`src/pkg/scr_pkg.sv`:
```
// Constants and types shared by the switch configuration register bank
package scr_pkg;
  localparam int unsigned CLK_MHZ = 10;
  // Register addresses on the two-wire bus
  localparam logic [7:0] ADDR_HS = 8'h00;
  localparam logic [7:0] ADDR_AUX = 8'h01;
  localparam logic [7:0] ADDR_RX = 8'h10;
  localparam logic [7:0] ADDR_PULSE = 8'h11;
  // Reset values
  localparam logic [7:0] RST_HS = 8'h40;
  localparam logic [7:0] RST_AUX = 8'h40;
  localparam logic [7:0] RST_RX = 8'h01;
  localparam logic [7:0] RST_PULSE = 8'h00;
  localparam logic [7:0] RST_STRAP = 8'h00;
  // Mode register fields
  localparam int unsigned EN_BIT = 6;
  localparam int unsigned SM_LO = 4;
  localparam int unsigned CH_LO = 0;
  localparam logic [1:0] SM_QUAD = 2'h0;
  localparam logic [1:0] SM_ILLEGAL = 2'h3;
  localparam logic [7:0] RX_MASK = 8'h01;
  localparam logic [7:0] MODE_MASK = 8'h7f;
  // Fixed upper bits of the slave address
  localparam logic [3:0] SLAVE_ADDR_FIXED = 4'h9;
  // Positions within the synchronised pin vector
  localparam int unsigned PIN_SCL = 0;
  localparam int unsigned PIN_SDA = 1;
  localparam int unsigned PIN_ADDR_LO = 2;
  localparam int unsigned PIN_STRAP_LO = 5;
  localparam int unsigned PIN_W = 13;
  localparam logic [12:0] PIN_RST = 13'h0003;
  // Positions within the parallel strap byte
  localparam int unsigned STRAP_EN = 0;
  localparam int unsigned STRAP_CH_LO = 1;
  localparam int unsigned STRAP_EQ = 3;
  localparam int unsigned STRAP_PRE_LO = 4;
  localparam int unsigned STRAP_OTO = 6;
  localparam int unsigned STRAP_OCL = 7;
  // Update delay windows; least times, rounded up to whole cycles
  localparam int unsigned UPD_NS_HS = 20000;
  localparam int unsigned UPD_NS_AUX = 10000;
  localparam int unsigned UPD_NS_RX = 10000;
  localparam int unsigned UPD_NS_PULSE = 10000;
  localparam int unsigned UPD_NS_STRAP = 10000;
  localparam int unsigned UPD_CYC_HS = (UPD_NS_HS * CLK_MHZ + 999) / 1000;
  localparam int unsigned UPD_CYC_AUX = (UPD_NS_AUX * CLK_MHZ + 999) / 1000;
  localparam int unsigned UPD_CYC_RX = (UPD_NS_RX * CLK_MHZ + 999) / 1000;
  localparam int unsigned UPD_CYC_PULSE = (UPD_NS_PULSE * CLK_MHZ + 999) / 1000;
  localparam int unsigned UPD_CYC_STRAP = (UPD_NS_STRAP * CLK_MHZ + 999) / 1000;
  localparam int unsigned NUM_WIN = 5;
  typedef enum logic [8:0] {
    ST_IDLE = 9'h001,
    ST_ADDR = 9'h002,
    ST_ADDR_ACK = 9'h004,
    ST_REG = 9'h008,
    ST_REG_ACK = 9'h010,
    ST_WDATA = 9'h020,
    ST_WDATA_ACK = 9'h040,
    ST_RDATA = 9'h080,
    ST_RDATA_ACK = 9'h100
  } scr_state_e;
endpackage

```
`src/pkg/scr_pin_if.sv`:
```
// Filtered pin levels and their edges, passed from the synchroniser to the bank
`timescale 1ns/1ps
interface scr_pin_if #(parameter int Width = 13);
  logic [Width-1:0] level;
  logic [Width-1:0] rise;
  logic [Width-1:0] fall;
  modport src (output level, output rise, output fall);
  modport dst (input level, input rise, input fall);
endinterface

```
`src/design/scr_pin_sync.sv`:
```
// Three-flop synchroniser with agreement filter and edge pulses for external pins
`timescale 1ns/1ps
module scr_pin_sync #(
  parameter int Width = 13,
  parameter logic [Width-1:0] RstVal = '0
) (
  input wire logic clk,
  input wire logic rstn,
  input wire logic [Width-1:0] pinIn,
  scr_pin_if.src pins
);
  if (Width < 1)
  begin : g_chk
    $error("scr_pin_sync: Width must be at least one");
  end
  for (genvar i = 0; i < Width; i++)
  begin : g_bit
    logic s1_ff;
    logic s2_ff;
    logic s3_ff;
    logic lvl_ff;
    logic rise_ff;
    logic fall_ff;
    // Only the second stage reads the first; the filter looks at stages two and three
    always_ff @(posedge clk)
    begin
      if (!rstn)
      begin
        s1_ff <= RstVal[i];
        s2_ff <= RstVal[i];
        s3_ff <= RstVal[i];
      end
      else
      begin
        s1_ff <= pinIn[i];
        s2_ff <= s1_ff;
        s3_ff <= s2_ff;
      end
    end
    always_ff @(posedge clk)
    begin
      if (!rstn)
      begin
        lvl_ff <= RstVal[i];
        rise_ff <= 1'b0;
        fall_ff <= 1'b0;
      end
      else
      begin
        if (s2_ff == s3_ff)
        begin
          lvl_ff <= s3_ff;
        end
        rise_ff <= (s2_ff == s3_ff) && s3_ff && !lvl_ff;
        fall_ff <= (s2_ff == s3_ff) && !s3_ff && lvl_ff;
      end
    end
    assign pins.level[i] = lvl_ff;
    assign pins.rise[i] = rise_ff;
    assign pins.fall[i] = fall_ff;
  end
endmodule // scr_pin_sync

```
`src/design/scr_config_regs.sv`:
```
// Configuration register bank with two-wire slave, parallel straps and update delay
//
// Summary of operation
// - Slave address is 1001 plus three strap bits, sent MSB first.
// - Write bit, then register address byte; both phases are acknowledged.
// - After read address acknowledge, selected register byte goes out MSB first.
// - After repeated start accept write, new read, or read of retained address.
// - Serial write starts the update delay at SCL fall of last data bit.
// - Parallel pin change starts the same register specific update delay.
// - Writes inside a window do not restart it; latest value applies at end.
// - Write after a window closes applies at once and opens a new window.
// - Straps control after reset; first own slave address match takes over until reset.
// - While straps control, their levels update the parallel configuration register.
// - Register 0x00: enable bit 6, mode bits 5:4, source bits 3:0, reset 0x40.
// - Register 0x01: same layout for side path, reset 0x40.
// - Register 0x10: input termination select in bit 0, reset 0x01.
// - Register 0x11: eight termination pulse bits for sources A and B, reset 0x00.
// - All mapped registers are readable and writable over the serial bus.
// - Enable zero puts fast path in standby; one turns it on.
// - Mode 00 quad, 01 dual, 10 single; writing 11 keeps the old mode.
// - Write sends one data byte MSB first; device stores and acknowledges it.
`timescale 1ns/1ps
module scr_config_regs #(
  parameter int unsigned UpdCyc [scr_pkg::NUM_WIN] = '{scr_pkg::UPD_CYC_HS, scr_pkg::UPD_CYC_AUX,
    scr_pkg::UPD_CYC_RX, scr_pkg::UPD_CYC_PULSE, scr_pkg::UPD_CYC_STRAP}
) (
  input wire logic clk,
  input wire logic rstn,
  input wire logic sclIn,
  input wire logic sdaIn,
  output logic sdaOut,
  output logic sdaOe,
  input wire logic slaveAddrStrap2,
  input wire logic slaveAddrStrap1,
  input wire logic slaveAddrStrap0,
  input wire logic strapEnable,
  input wire logic [1:0] strapChannelSel,
  input wire logic strapEqualizer,
  input wire logic [1:0] strapPreemphasis,
  input wire logic strapOutTermination,
  input wire logic strapOutCurrent,
  output logic fastPathEnable,
  output logic [1:0] fastPathSwitchMode,
  output logic [3:0] fastPathSourceSel,
  output logic sidePathEnable,
  output logic [1:0] sidePathSwitchMode,
  output logic [3:0] sidePathSourceSel,
  output logic inputTermSel,
  output logic [7:0] termPulseSel,
  output logic equalizerBoost,
  output logic [1:0] preemphasisLevel,
  output logic outTermEnable,
  output logic outCurrentLevel,
  output logic serialCtrlActive
);
  scr_pin_if #(.Width(scr_pkg::PIN_W)) pins ();

  scr_pin_sync #(
    .Width(scr_pkg::PIN_W),
    .RstVal(scr_pkg::PIN_RST)
  ) u_sync (
    .clk(clk),
    .rstn(rstn),
    .pinIn({strapOutCurrent, strapOutTermination, strapPreemphasis, strapEqualizer, strapChannelSel,
      strapEnable, slaveAddrStrap2, slaveAddrStrap1, slaveAddrStrap0, sdaIn, sclIn}),
    .pins(pins)
  );

  scr_pkg::scr_state_e state_ff;
  logic [3:0] bitCnt_ff;
  logic [7:0] shift_ff;
  logic rdWr_ff;
  logic [7:0] regAddr_ff;
  logic sdaOe_ff;
  logic serMode_ff;
  logic [7:0] hs_ff;
  logic [7:0] aux_ff;
  logic [7:0] rx_ff;
  logic [7:0] pulse_ff;
  logic [7:0] strap_ff;
  logic [7:0] nxt_hs;
  logic [7:0] nxt_aux;
  logic [7:0] nxt_rx;
  logic [7:0] nxt_pulse;
  logic [7:0] nxt_strap;
  logic [7:0] rdData;
  logic [7:0] eff [scr_pkg::NUM_WIN];
  logic [7:0] appl [scr_pkg::NUM_WIN];
  logic [scr_pkg::NUM_WIN-1:0] winEv;
  logic sclRise;
  logic sclFall;
  logic sdaLvl;
  logic busStart;
  logic busStop;
  logic byteDone;
  logic addrHit;
  logic evAddrOk;
  logic evRegDone;
  logic evWrDone;
  logic takeover;
  logic serNow;
  logic [7:0] strapChg;

  assign sclRise = pins.rise[scr_pkg::PIN_SCL];
  assign sclFall = pins.fall[scr_pkg::PIN_SCL];
  assign sdaLvl = pins.level[scr_pkg::PIN_SDA];
  assign busStart = pins.fall[scr_pkg::PIN_SDA] && pins.level[scr_pkg::PIN_SCL];
  assign busStop = pins.rise[scr_pkg::PIN_SDA] && pins.level[scr_pkg::PIN_SCL];
  assign byteDone = sclFall && (bitCnt_ff == 4'h8);
  assign addrHit = shift_ff[7:1] == {scr_pkg::SLAVE_ADDR_FIXED,
    pins.level[scr_pkg::PIN_ADDR_LO+2], pins.level[scr_pkg::PIN_ADDR_LO+1],
    pins.level[scr_pkg::PIN_ADDR_LO]};
  assign evAddrOk = (state_ff == scr_pkg::ST_ADDR) && byteDone && addrHit;
  assign evRegDone = (state_ff == scr_pkg::ST_REG) && byteDone;
  assign evWrDone = (state_ff == scr_pkg::ST_WDATA) && byteDone;
  assign takeover = evAddrOk && !serMode_ff;
  assign serNow = serMode_ff || takeover;
  assign strapChg = (pins.rise[scr_pkg::PIN_STRAP_LO +: 8] | pins.fall[scr_pkg::PIN_STRAP_LO +: 8])
    & {8{!serMode_ff}};

  // Bus protocol sequencer
  always_ff @(posedge clk)
  begin
    if (!rstn)
    begin
      state_ff <= scr_pkg::ST_IDLE;
      bitCnt_ff <= 4'h0;
      shift_ff <= 8'h00;
    end
    else if (busStart)
    begin
      state_ff <= scr_pkg::ST_ADDR;
      bitCnt_ff <= 4'h0;
    end
    else if (busStop)
    begin
      state_ff <= scr_pkg::ST_IDLE;
      bitCnt_ff <= 4'h0;
    end
    else
    begin
      unique case (state_ff)
        scr_pkg::ST_IDLE:
        begin
          bitCnt_ff <= 4'h0;
        end
        scr_pkg::ST_ADDR, scr_pkg::ST_REG, scr_pkg::ST_WDATA:
        begin
          if (sclRise && bitCnt_ff != 4'h8)
          begin
            shift_ff <= {shift_ff[6:0], sdaLvl};
            bitCnt_ff <= bitCnt_ff + 4'h1;
          end
          else if (byteDone)
          begin
            bitCnt_ff <= 4'h0;
            if (state_ff == scr_pkg::ST_ADDR)
            begin
              state_ff <= addrHit ? scr_pkg::ST_ADDR_ACK : scr_pkg::ST_IDLE;
            end
            else if (state_ff == scr_pkg::ST_REG)
            begin
              state_ff <= scr_pkg::ST_REG_ACK;
            end
            else
            begin
              state_ff <= scr_pkg::ST_WDATA_ACK;
            end
          end
        end
        scr_pkg::ST_ADDR_ACK:
        begin
          if (sclFall && rdWr_ff)
          begin
            shift_ff <= rdData;
            state_ff <= scr_pkg::ST_RDATA;
          end
          else if (sclFall)
          begin
            state_ff <= scr_pkg::ST_REG;
          end
        end
        scr_pkg::ST_REG_ACK:
        begin
          if (sclFall)
          begin
            state_ff <= scr_pkg::ST_WDATA;
          end
        end
        scr_pkg::ST_WDATA_ACK:
        begin
          // Only one data byte per write; further bytes are not acknowledged
          if (sclFall)
          begin
            state_ff <= scr_pkg::ST_IDLE;
          end
        end
        scr_pkg::ST_RDATA:
        begin
          if (sclRise)
          begin
            bitCnt_ff <= bitCnt_ff + 4'h1;
          end
          else if (byteDone)
          begin
            bitCnt_ff <= 4'h0;
            state_ff <= scr_pkg::ST_RDATA_ACK;
          end
          else if (sclFall)
          begin
            shift_ff <= {shift_ff[6:0], 1'b0};
          end
        end
        scr_pkg::ST_RDATA_ACK:
        begin
          // Master acknowledge is not needed to end the byte; wait for stop or repeated start
          if (sclFall)
          begin
            state_ff <= scr_pkg::ST_IDLE;
          end
        end
        default:
        begin
          state_ff <= scr_pkg::ST_IDLE;
          bitCnt_ff <= 4'h0;
        end
      endcase
    end
  end

  // Direction bit and retained register address
  always_ff @(posedge clk)
  begin
    if (!rstn)
    begin
      rdWr_ff <= 1'b0;
      regAddr_ff <= 8'h00;
    end
    else
    begin
      if (evAddrOk)
      begin
        rdWr_ff <= shift_ff[0];
      end
      if (evRegDone)
      begin
        regAddr_ff <= shift_ff;
      end
    end
  end

  // Open-drain data line: only ever pulled low
  always_ff @(posedge clk)
  begin
    if (!rstn || busStart || busStop)
    begin
      sdaOe_ff <= 1'b0;
    end
    else if (evAddrOk || evRegDone || evWrDone)
    begin
      sdaOe_ff <= 1'b1;
    end
    else if (sclFall && state_ff == scr_pkg::ST_ADDR_ACK && rdWr_ff)
    begin
      sdaOe_ff <= !rdData[7];
    end
    else if (sclFall && state_ff == scr_pkg::ST_RDATA && bitCnt_ff != 4'h8)
    begin
      sdaOe_ff <= !shift_ff[6];
    end
    else if (sclFall)
    begin
      sdaOe_ff <= 1'b0;
    end
  end
  assign sdaOe = sdaOe_ff;
  assign sdaOut = 1'b0;

  // Register read mux; unmapped addresses read as zero
  always_comb
  begin
    unique case (regAddr_ff)
      scr_pkg::ADDR_HS: rdData = hs_ff;
      scr_pkg::ADDR_AUX: rdData = aux_ff;
      scr_pkg::ADDR_RX: rdData = rx_ff;
      scr_pkg::ADDR_PULSE: rdData = pulse_ff;
      default: rdData = 8'h00;
    endcase
  end

  // Next register values; a mode write of 11 keeps the previous mode
  always_comb
  begin
    nxt_hs = hs_ff;
    nxt_aux = aux_ff;
    nxt_rx = rx_ff;
    nxt_pulse = pulse_ff;
    if (evWrDone && regAddr_ff == scr_pkg::ADDR_HS)
    begin
      nxt_hs = shift_ff & scr_pkg::MODE_MASK;
      if (shift_ff[scr_pkg::SM_LO +: 2] == scr_pkg::SM_ILLEGAL)
      begin
        nxt_hs[scr_pkg::SM_LO +: 2] = hs_ff[scr_pkg::SM_LO +: 2];
      end
    end
    if (evWrDone && regAddr_ff == scr_pkg::ADDR_AUX)
    begin
      nxt_aux = shift_ff & scr_pkg::MODE_MASK;
      if (shift_ff[scr_pkg::SM_LO +: 2] == scr_pkg::SM_ILLEGAL)
      begin
        nxt_aux[scr_pkg::SM_LO +: 2] = aux_ff[scr_pkg::SM_LO +: 2];
      end
    end
    if (evWrDone && regAddr_ff == scr_pkg::ADDR_RX)
    begin
      nxt_rx = shift_ff & scr_pkg::RX_MASK;
    end
    if (evWrDone && regAddr_ff == scr_pkg::ADDR_PULSE)
    begin
      nxt_pulse = shift_ff;
    end
  end

  // Straps are tracked only until the serial bus takes over
  assign nxt_strap = serMode_ff ? strap_ff : pins.level[scr_pkg::PIN_STRAP_LO +: 8];

  always_ff @(posedge clk)
  begin
    if (!rstn)
    begin
      hs_ff <= scr_pkg::RST_HS;
      aux_ff <= scr_pkg::RST_AUX;
      rx_ff <= scr_pkg::RST_RX;
      pulse_ff <= scr_pkg::RST_PULSE;
      strap_ff <= scr_pkg::RST_STRAP;
    end
    else
    begin
      hs_ff <= nxt_hs;
      aux_ff <= nxt_aux;
      rx_ff <= nxt_rx;
      pulse_ff <= nxt_pulse;
      strap_ff <= nxt_strap;
    end
  end

  // Serial ownership is sticky until reset
  always_ff @(posedge clk)
  begin
    if (!rstn)
    begin
      serMode_ff <= 1'b0;
    end
    else if (takeover)
    begin
      serMode_ff <= 1'b1;
    end
  end
  assign serialCtrlActive = serMode_ff;

  // Effective settings: straps or fixed defaults in parallel mode, register-held in serial mode
  always_comb
  begin
    eff[0] = serNow ? nxt_hs : {1'b0, nxt_strap[scr_pkg::STRAP_EN], scr_pkg::SM_QUAD,
      2'b00, nxt_strap[scr_pkg::STRAP_CH_LO +: 2]};
    eff[1] = serNow ? nxt_aux : {1'b0, 1'b1, scr_pkg::SM_QUAD, 2'b00, nxt_strap[scr_pkg::STRAP_CH_LO +: 2]};
    eff[2] = serNow ? nxt_rx : scr_pkg::RST_RX;
    eff[3] = serNow ? nxt_pulse : scr_pkg::RST_PULSE;
    eff[4] = nxt_strap;
  end

  always_comb
  begin
    winEv[0] = takeover || (evWrDone && regAddr_ff == scr_pkg::ADDR_HS) ||
      strapChg[scr_pkg::STRAP_EN] || (|strapChg[scr_pkg::STRAP_CH_LO +: 2]);
    winEv[1] = takeover || (evWrDone && regAddr_ff == scr_pkg::ADDR_AUX) ||
      (|strapChg[scr_pkg::STRAP_CH_LO +: 2]);
    winEv[2] = takeover || (evWrDone && regAddr_ff == scr_pkg::ADDR_RX);
    winEv[3] = takeover || (evWrDone && regAddr_ff == scr_pkg::ADDR_PULSE);
    winEv[4] = strapChg[scr_pkg::STRAP_EQ] || (|strapChg[scr_pkg::STRAP_PRE_LO +: 2]) ||
      strapChg[scr_pkg::STRAP_OTO] || strapChg[scr_pkg::STRAP_OCL];
  end

  // One update delay window per setting group
  for (genvar i = 0; i < scr_pkg::NUM_WIN; i++)
  begin : g_win
    localparam logic [7:0] RstAppl = (i == 0) ? scr_pkg::RST_HS : (i == 1) ? scr_pkg::RST_AUX :
      (i == 2) ? scr_pkg::RST_RX : (i == 3) ? scr_pkg::RST_PULSE : scr_pkg::RST_STRAP;
    logic [15:0] cnt_ff;
    logic [7:0] appl_ff;
    if (UpdCyc[i] < 1 || UpdCyc[i] > 65535)
    begin : g_chk
      $error("scr_config_regs: update delay count out of range");
    end
    always_ff @(posedge clk)
    begin
      if (!rstn)
      begin
        cnt_ff <= 16'h0000;
        appl_ff <= RstAppl;
      end
      else if (cnt_ff == 16'h0000)
      begin
        if (winEv[i])
        begin
          appl_ff <= eff[i];
          cnt_ff <= 16'(UpdCyc[i]);
        end
      end
      else
      begin
        // Events inside the window are absorbed; the latest value lands at its end
        cnt_ff <= cnt_ff - 16'h0001;
        if (cnt_ff == 16'h0001)
        begin
          appl_ff <= eff[i];
        end
      end
    end
    assign appl[i] = appl_ff;
  end

  assign fastPathEnable = appl[0][scr_pkg::EN_BIT];
  assign fastPathSwitchMode = appl[0][scr_pkg::SM_LO +: 2];
  assign fastPathSourceSel = appl[0][scr_pkg::CH_LO +: 4];
  assign sidePathEnable = appl[1][scr_pkg::EN_BIT];
  assign sidePathSwitchMode = appl[1][scr_pkg::SM_LO +: 2];
  assign sidePathSourceSel = appl[1][scr_pkg::CH_LO +: 4];
  assign inputTermSel = appl[2][0];
  assign termPulseSel = appl[3];
  assign equalizerBoost = appl[4][scr_pkg::STRAP_EQ];
  assign preemphasisLevel = appl[4][scr_pkg::STRAP_PRE_LO +: 2];
  assign outTermEnable = appl[4][scr_pkg::STRAP_OTO];
  assign outCurrentLevel = appl[4][scr_pkg::STRAP_OCL];
endmodule // scr_config_regs

```
`config.mk`:
```
export PLATFORM = sky130hd
export DESIGN_NAME = scr_config_regs
export DESIGN_NICKNAME = d
export VERILOG_FILES = /design/src/pkg/scr_pkg.sv /design/src/pkg/scr_pin_if.sv /design/src/design/scr_pin_sync.sv /design/src/design/scr_config_regs.sv
export SDC_FILE = /design/constraint.sdc
export NUM_CORES = 1
export LEC_CHECK = 0
export BUFFER_PORTS_ARGS = -buffer_cell sky130_fd_sc_hd__clkbuf_2
export CAP_MARGIN = 40
export CORE_MARGIN = 2
export CORE_UTILIZATION = 45
export DETAILED_ROUTE_END_ITERATION = 6
export MAX_ROUTING_LAYER = met4
export PLACE_DENSITY = 0.59
export SLEW_MARGIN = 30
export SYNTH_ARGS = -nofsm -noshare
export SYNTH_HDL_FRONTEND = slang
export SYNTH_SLANG_ARGS = --single-unit
```
`constraint.sdc`:
```
create_clock -name clk -period 2.6 [get_ports clk]
set_input_delay 0.26 -clock clk [delete_from_list [all_inputs] [get_ports clk]]
set_output_delay 0.26 -clock clk [all_outputs]
set_load 0.02 [all_outputs]
```
==> results.toml <==
[place]
port_buffers = 44
gp_congestion = 0.895
dp_hpwl_mm = 16.1

[die]
std_cell_rows = 55
dieArea_sq_um = 24600
io_pins = 46
die_x_um = 157
start_util_pct = 46.1
core-area_sq_um = 22800
die_h_um = 157

[detailed_routing]
drc_errors = 0
wl_per_cell_um = 14.5
drtIter0Drc = 477
wl_met2_mm = 10.6
vias = 8242
wirelength_met1_mm = 11.2
top_layer = "met4"
wl_mm = 22.9
wl_met3_um = 740
first_pass_iters = 5
ant_nets = 0
avgViaCountPerCell = 5.21

[power_and_ir_drop]
power_frac_seq_pct = 39.7
switching_share_pct = 32.6
power_per_cell_area_nw_per_um2 = 955
clkPwrFrac_pct = 31.0
p_int_uw = 7930
leakage_uw = 0.00505
p_comb_share_pct = 29.4
switchingPower_uw = 3840
power_uw = 11800
vdd_ir_drop_max_uv = 517

[clock_network]
clock_path_buffers = 3
clk_latency_ns = 0.54
cts-root-buf = "clkbuf_16"
clk_pin_slew_ns = 0.06
post_cts_buffers = 0
cts_made_buffers = 26
htreeDepth = 1
cts_sinks = 240
cts_tree = "yes"

[synth]
synthCells = 1160
ys_types = 76
syn_nets = 1212
ys_warn_count = 0
syn_avg_cell_area_sq_um = 9.04
synthesis.area_sq_um = 10500
synth_edf_count = 0
yosysSeqAreaShare_pct = 45.8
synth_flop_cell = "dfxtp_1"
synth-seq-cells = 240
synth-async-reset-ratio_pct = 0

[outcome]
status = "completed"

[timing]
fin_tns_setup_ns = 0
rsz0062_at_grt = "no"
tightestPinTransition_ns = 0.708
fin_crit_sh_pct = 96.6
slew_headroom_pct = 52.6
timing_hold_violations_final = 0
setup_viol_count_final = 0
skew_ns = 0.0278
period_needed_ns = 2.51
slew_viol_final = 0
max_freq_mhz = 398

[global_routing]
grt_antenna_before_repair = 0
grt_max_degree = 63
grt_pass1_wl_mm = 38.8
grt_pass1_vias = 7751
grt_use_total_pct = 19.7
overflow = 0

[worst_setup_path]
crit_type = "flip-flop to flip-flop"
critPathMaxStageDelay_ns = 0.70
cp.required_ns = 3.04
worst_path_max_delay_cell = "or4b_1"
start_kind = "flip-flop"
path_cells = "inv_1 -> ha_1 -> and4b_1 -> nand2_1 -> or4b_1 -> buf_4 -> mux2_2 -> and2_1"
cp.arrival_ns = 2.95
endpoint_kind = "flip-flop"
crit_fanout = 6

[run]
drv_cap = 0

[cells_and_area]
layout_commonest_cell = "dfxtp_1"
drive_above_1_share_pct = 14.2
final_util_pct = 54.1
finalNetCount = 1302
final_cell_mix = "dfxtp_1 (240), nor2_1 (161), nand2_1 (78)"
diodes = 0
fillerInstances = 2066
syn_to_final_growth_pct = 17.4

[hold_path]
min_path_type = "input port to flip-flop"
==> area by class of cell <==
class	count	area, sq um	area share, %
Clock buffer	40	783	6.36
Clock inverter	8	82.6	0.670
Inverter	43	164	1.33
Multi-Input combinational cell	826	5310	43.1
Sequential cell	240	4800	39.0
Tap cell	313	392	3.18
Timing Repair Buffer	113	783	6.36
==> worst paths after layout <==
check                               from                endpoint  slack [ns]  cells past startpoint
hold / removal                      rstn     g_win[1].appl_ff[4]        0.11                      3
hold reg to reg   u_sync.g_bit[12].s1_ff  u_sync.g_bit[12].s2_ff        0.43                      1
setup / recovery            bitCnt_ff[1]               aux_ff[2]        0.09                      8
setup reg to reg            bitCnt_ff[1]               aux_ff[2]        0.09                      8
==> critical path: cells and delay by family, from the launching register on <==
family	cells	cell delay [ns]
DFF	1	0.32
muxes	1	0.27
adders and majority gates	1	0.20
buffers and inverters	2	0.34
and+or+nand+nor	4	1.30
==> cell usage after synthesis, drive strengths merged (5+ instances only) <==
cell type	count	area share (%)
a22oi	7	0.50
a21oi	62	3.0
mux2i	45	4.3
nand2b	9	0.54
xor2	19	1.6
clkbuf	39	1.4
o21ai	31	1.7
xnor2	31	2.6
a211oi	15	1.1
nor2b	7	0.42
or2	8	0.48
and3	22	1.3
nand4	11	0.80
nor4	25	1.8
mux2	13	1.4
or3	22	1.3
nand3	31	1.5
buf	12	0.76
dfxtp	240	46
nand2	78	2.8
or4	13	0.93
and2	38	2.3
nor2	161	5.8
o21a	9	0.64
nand3b	5	0.36
nor3b	6	0.43
nand4b	5	0.48
inv	43	1.5
nor3	44	2.2
ha	37	4.4
a31oi	10	0.60
o31ai	8	0.62
==> what timing repair did <==
item                       4_1_cts  5_1_grt
hold endpoints to repair        13        0
hold buffers                    13        0
setup endpoints to repair        0        4
resized for setup                0        1
==> routing by layer <==
layer  up-vias  GRT usage [%]
met5         -              -
met3        37           2.52
li1       4243              -
met4         0           4.76
met1      3848           26.3
met2       114           31.8
==> logic make-up after synthesis <==
family,synth area share (%)
AOI/OAI and AO/OA,11.7
xor gates and xnor gates,4.17
adders and majority gates,4.41
buffers and inverters,3.70
DFF,45.8
muxes,5.94
other,0.0357
and+or+nand+nor,24.2
==> per-stage QoR <==
step | hold WS [ns] | std cells | worst slack (ns) | area (sq um)
after floorplan | 0.361 | 1160 | 0.236 | 10500
after global placement | 0.404 | 1522 | 0.169 | 11300
after detailed placement | 0.402 | 1522 | 0.140 | 11300
after CTS | 0.0882 | 1583 | 0.135 | 12300
after global routing | 0.112 | 1583 | 0.00712 | 12300
final | 0.107 | 1583 | 0.0877 | 12300
==> power groups by stage <==
stage / Combinational, uW / Sequential (uW) / Clock (uW)
global placement: 3390 / 4730 / 0
global route: 3970 / 4750 / 3870
detailed placement: 3430 / 4730 / 0
CTS: 3470 / 4660 / 3750
floorplan: 2780 / 4630 / 0
finish: 3460 / 4670 / 3640
==> sequential cells by signal, indices dropped and copies added, names as in the netlist, 5 cells and up <==
| name | cells |
|---|---|
| u_sync.g_bit.s1_ff | 13 |
| u_sync.g_bit.s2_ff | 13 |
| aux_ff | 7 |
| shift_ff | 8 |
| u_sync.g_bit.rise_ff | 10 |
| regAddr_ff | 8 |
| strap_ff | 5 |
| u_sync.g_bit.fall_ff | 10 |
| g_win.appl_ff | 20 |
| pulse_ff | 8 |
| hs_ff | 7 |
| state_ff | 9 |
| u_sync.g_bit.s3_ff | 13 |
| termPulseSel | 8 |
| g_win.cnt_ff | 80 |
| u_sync.g_bit.lvl_ff | 13 |
Power figures use the tool's default switching activity.
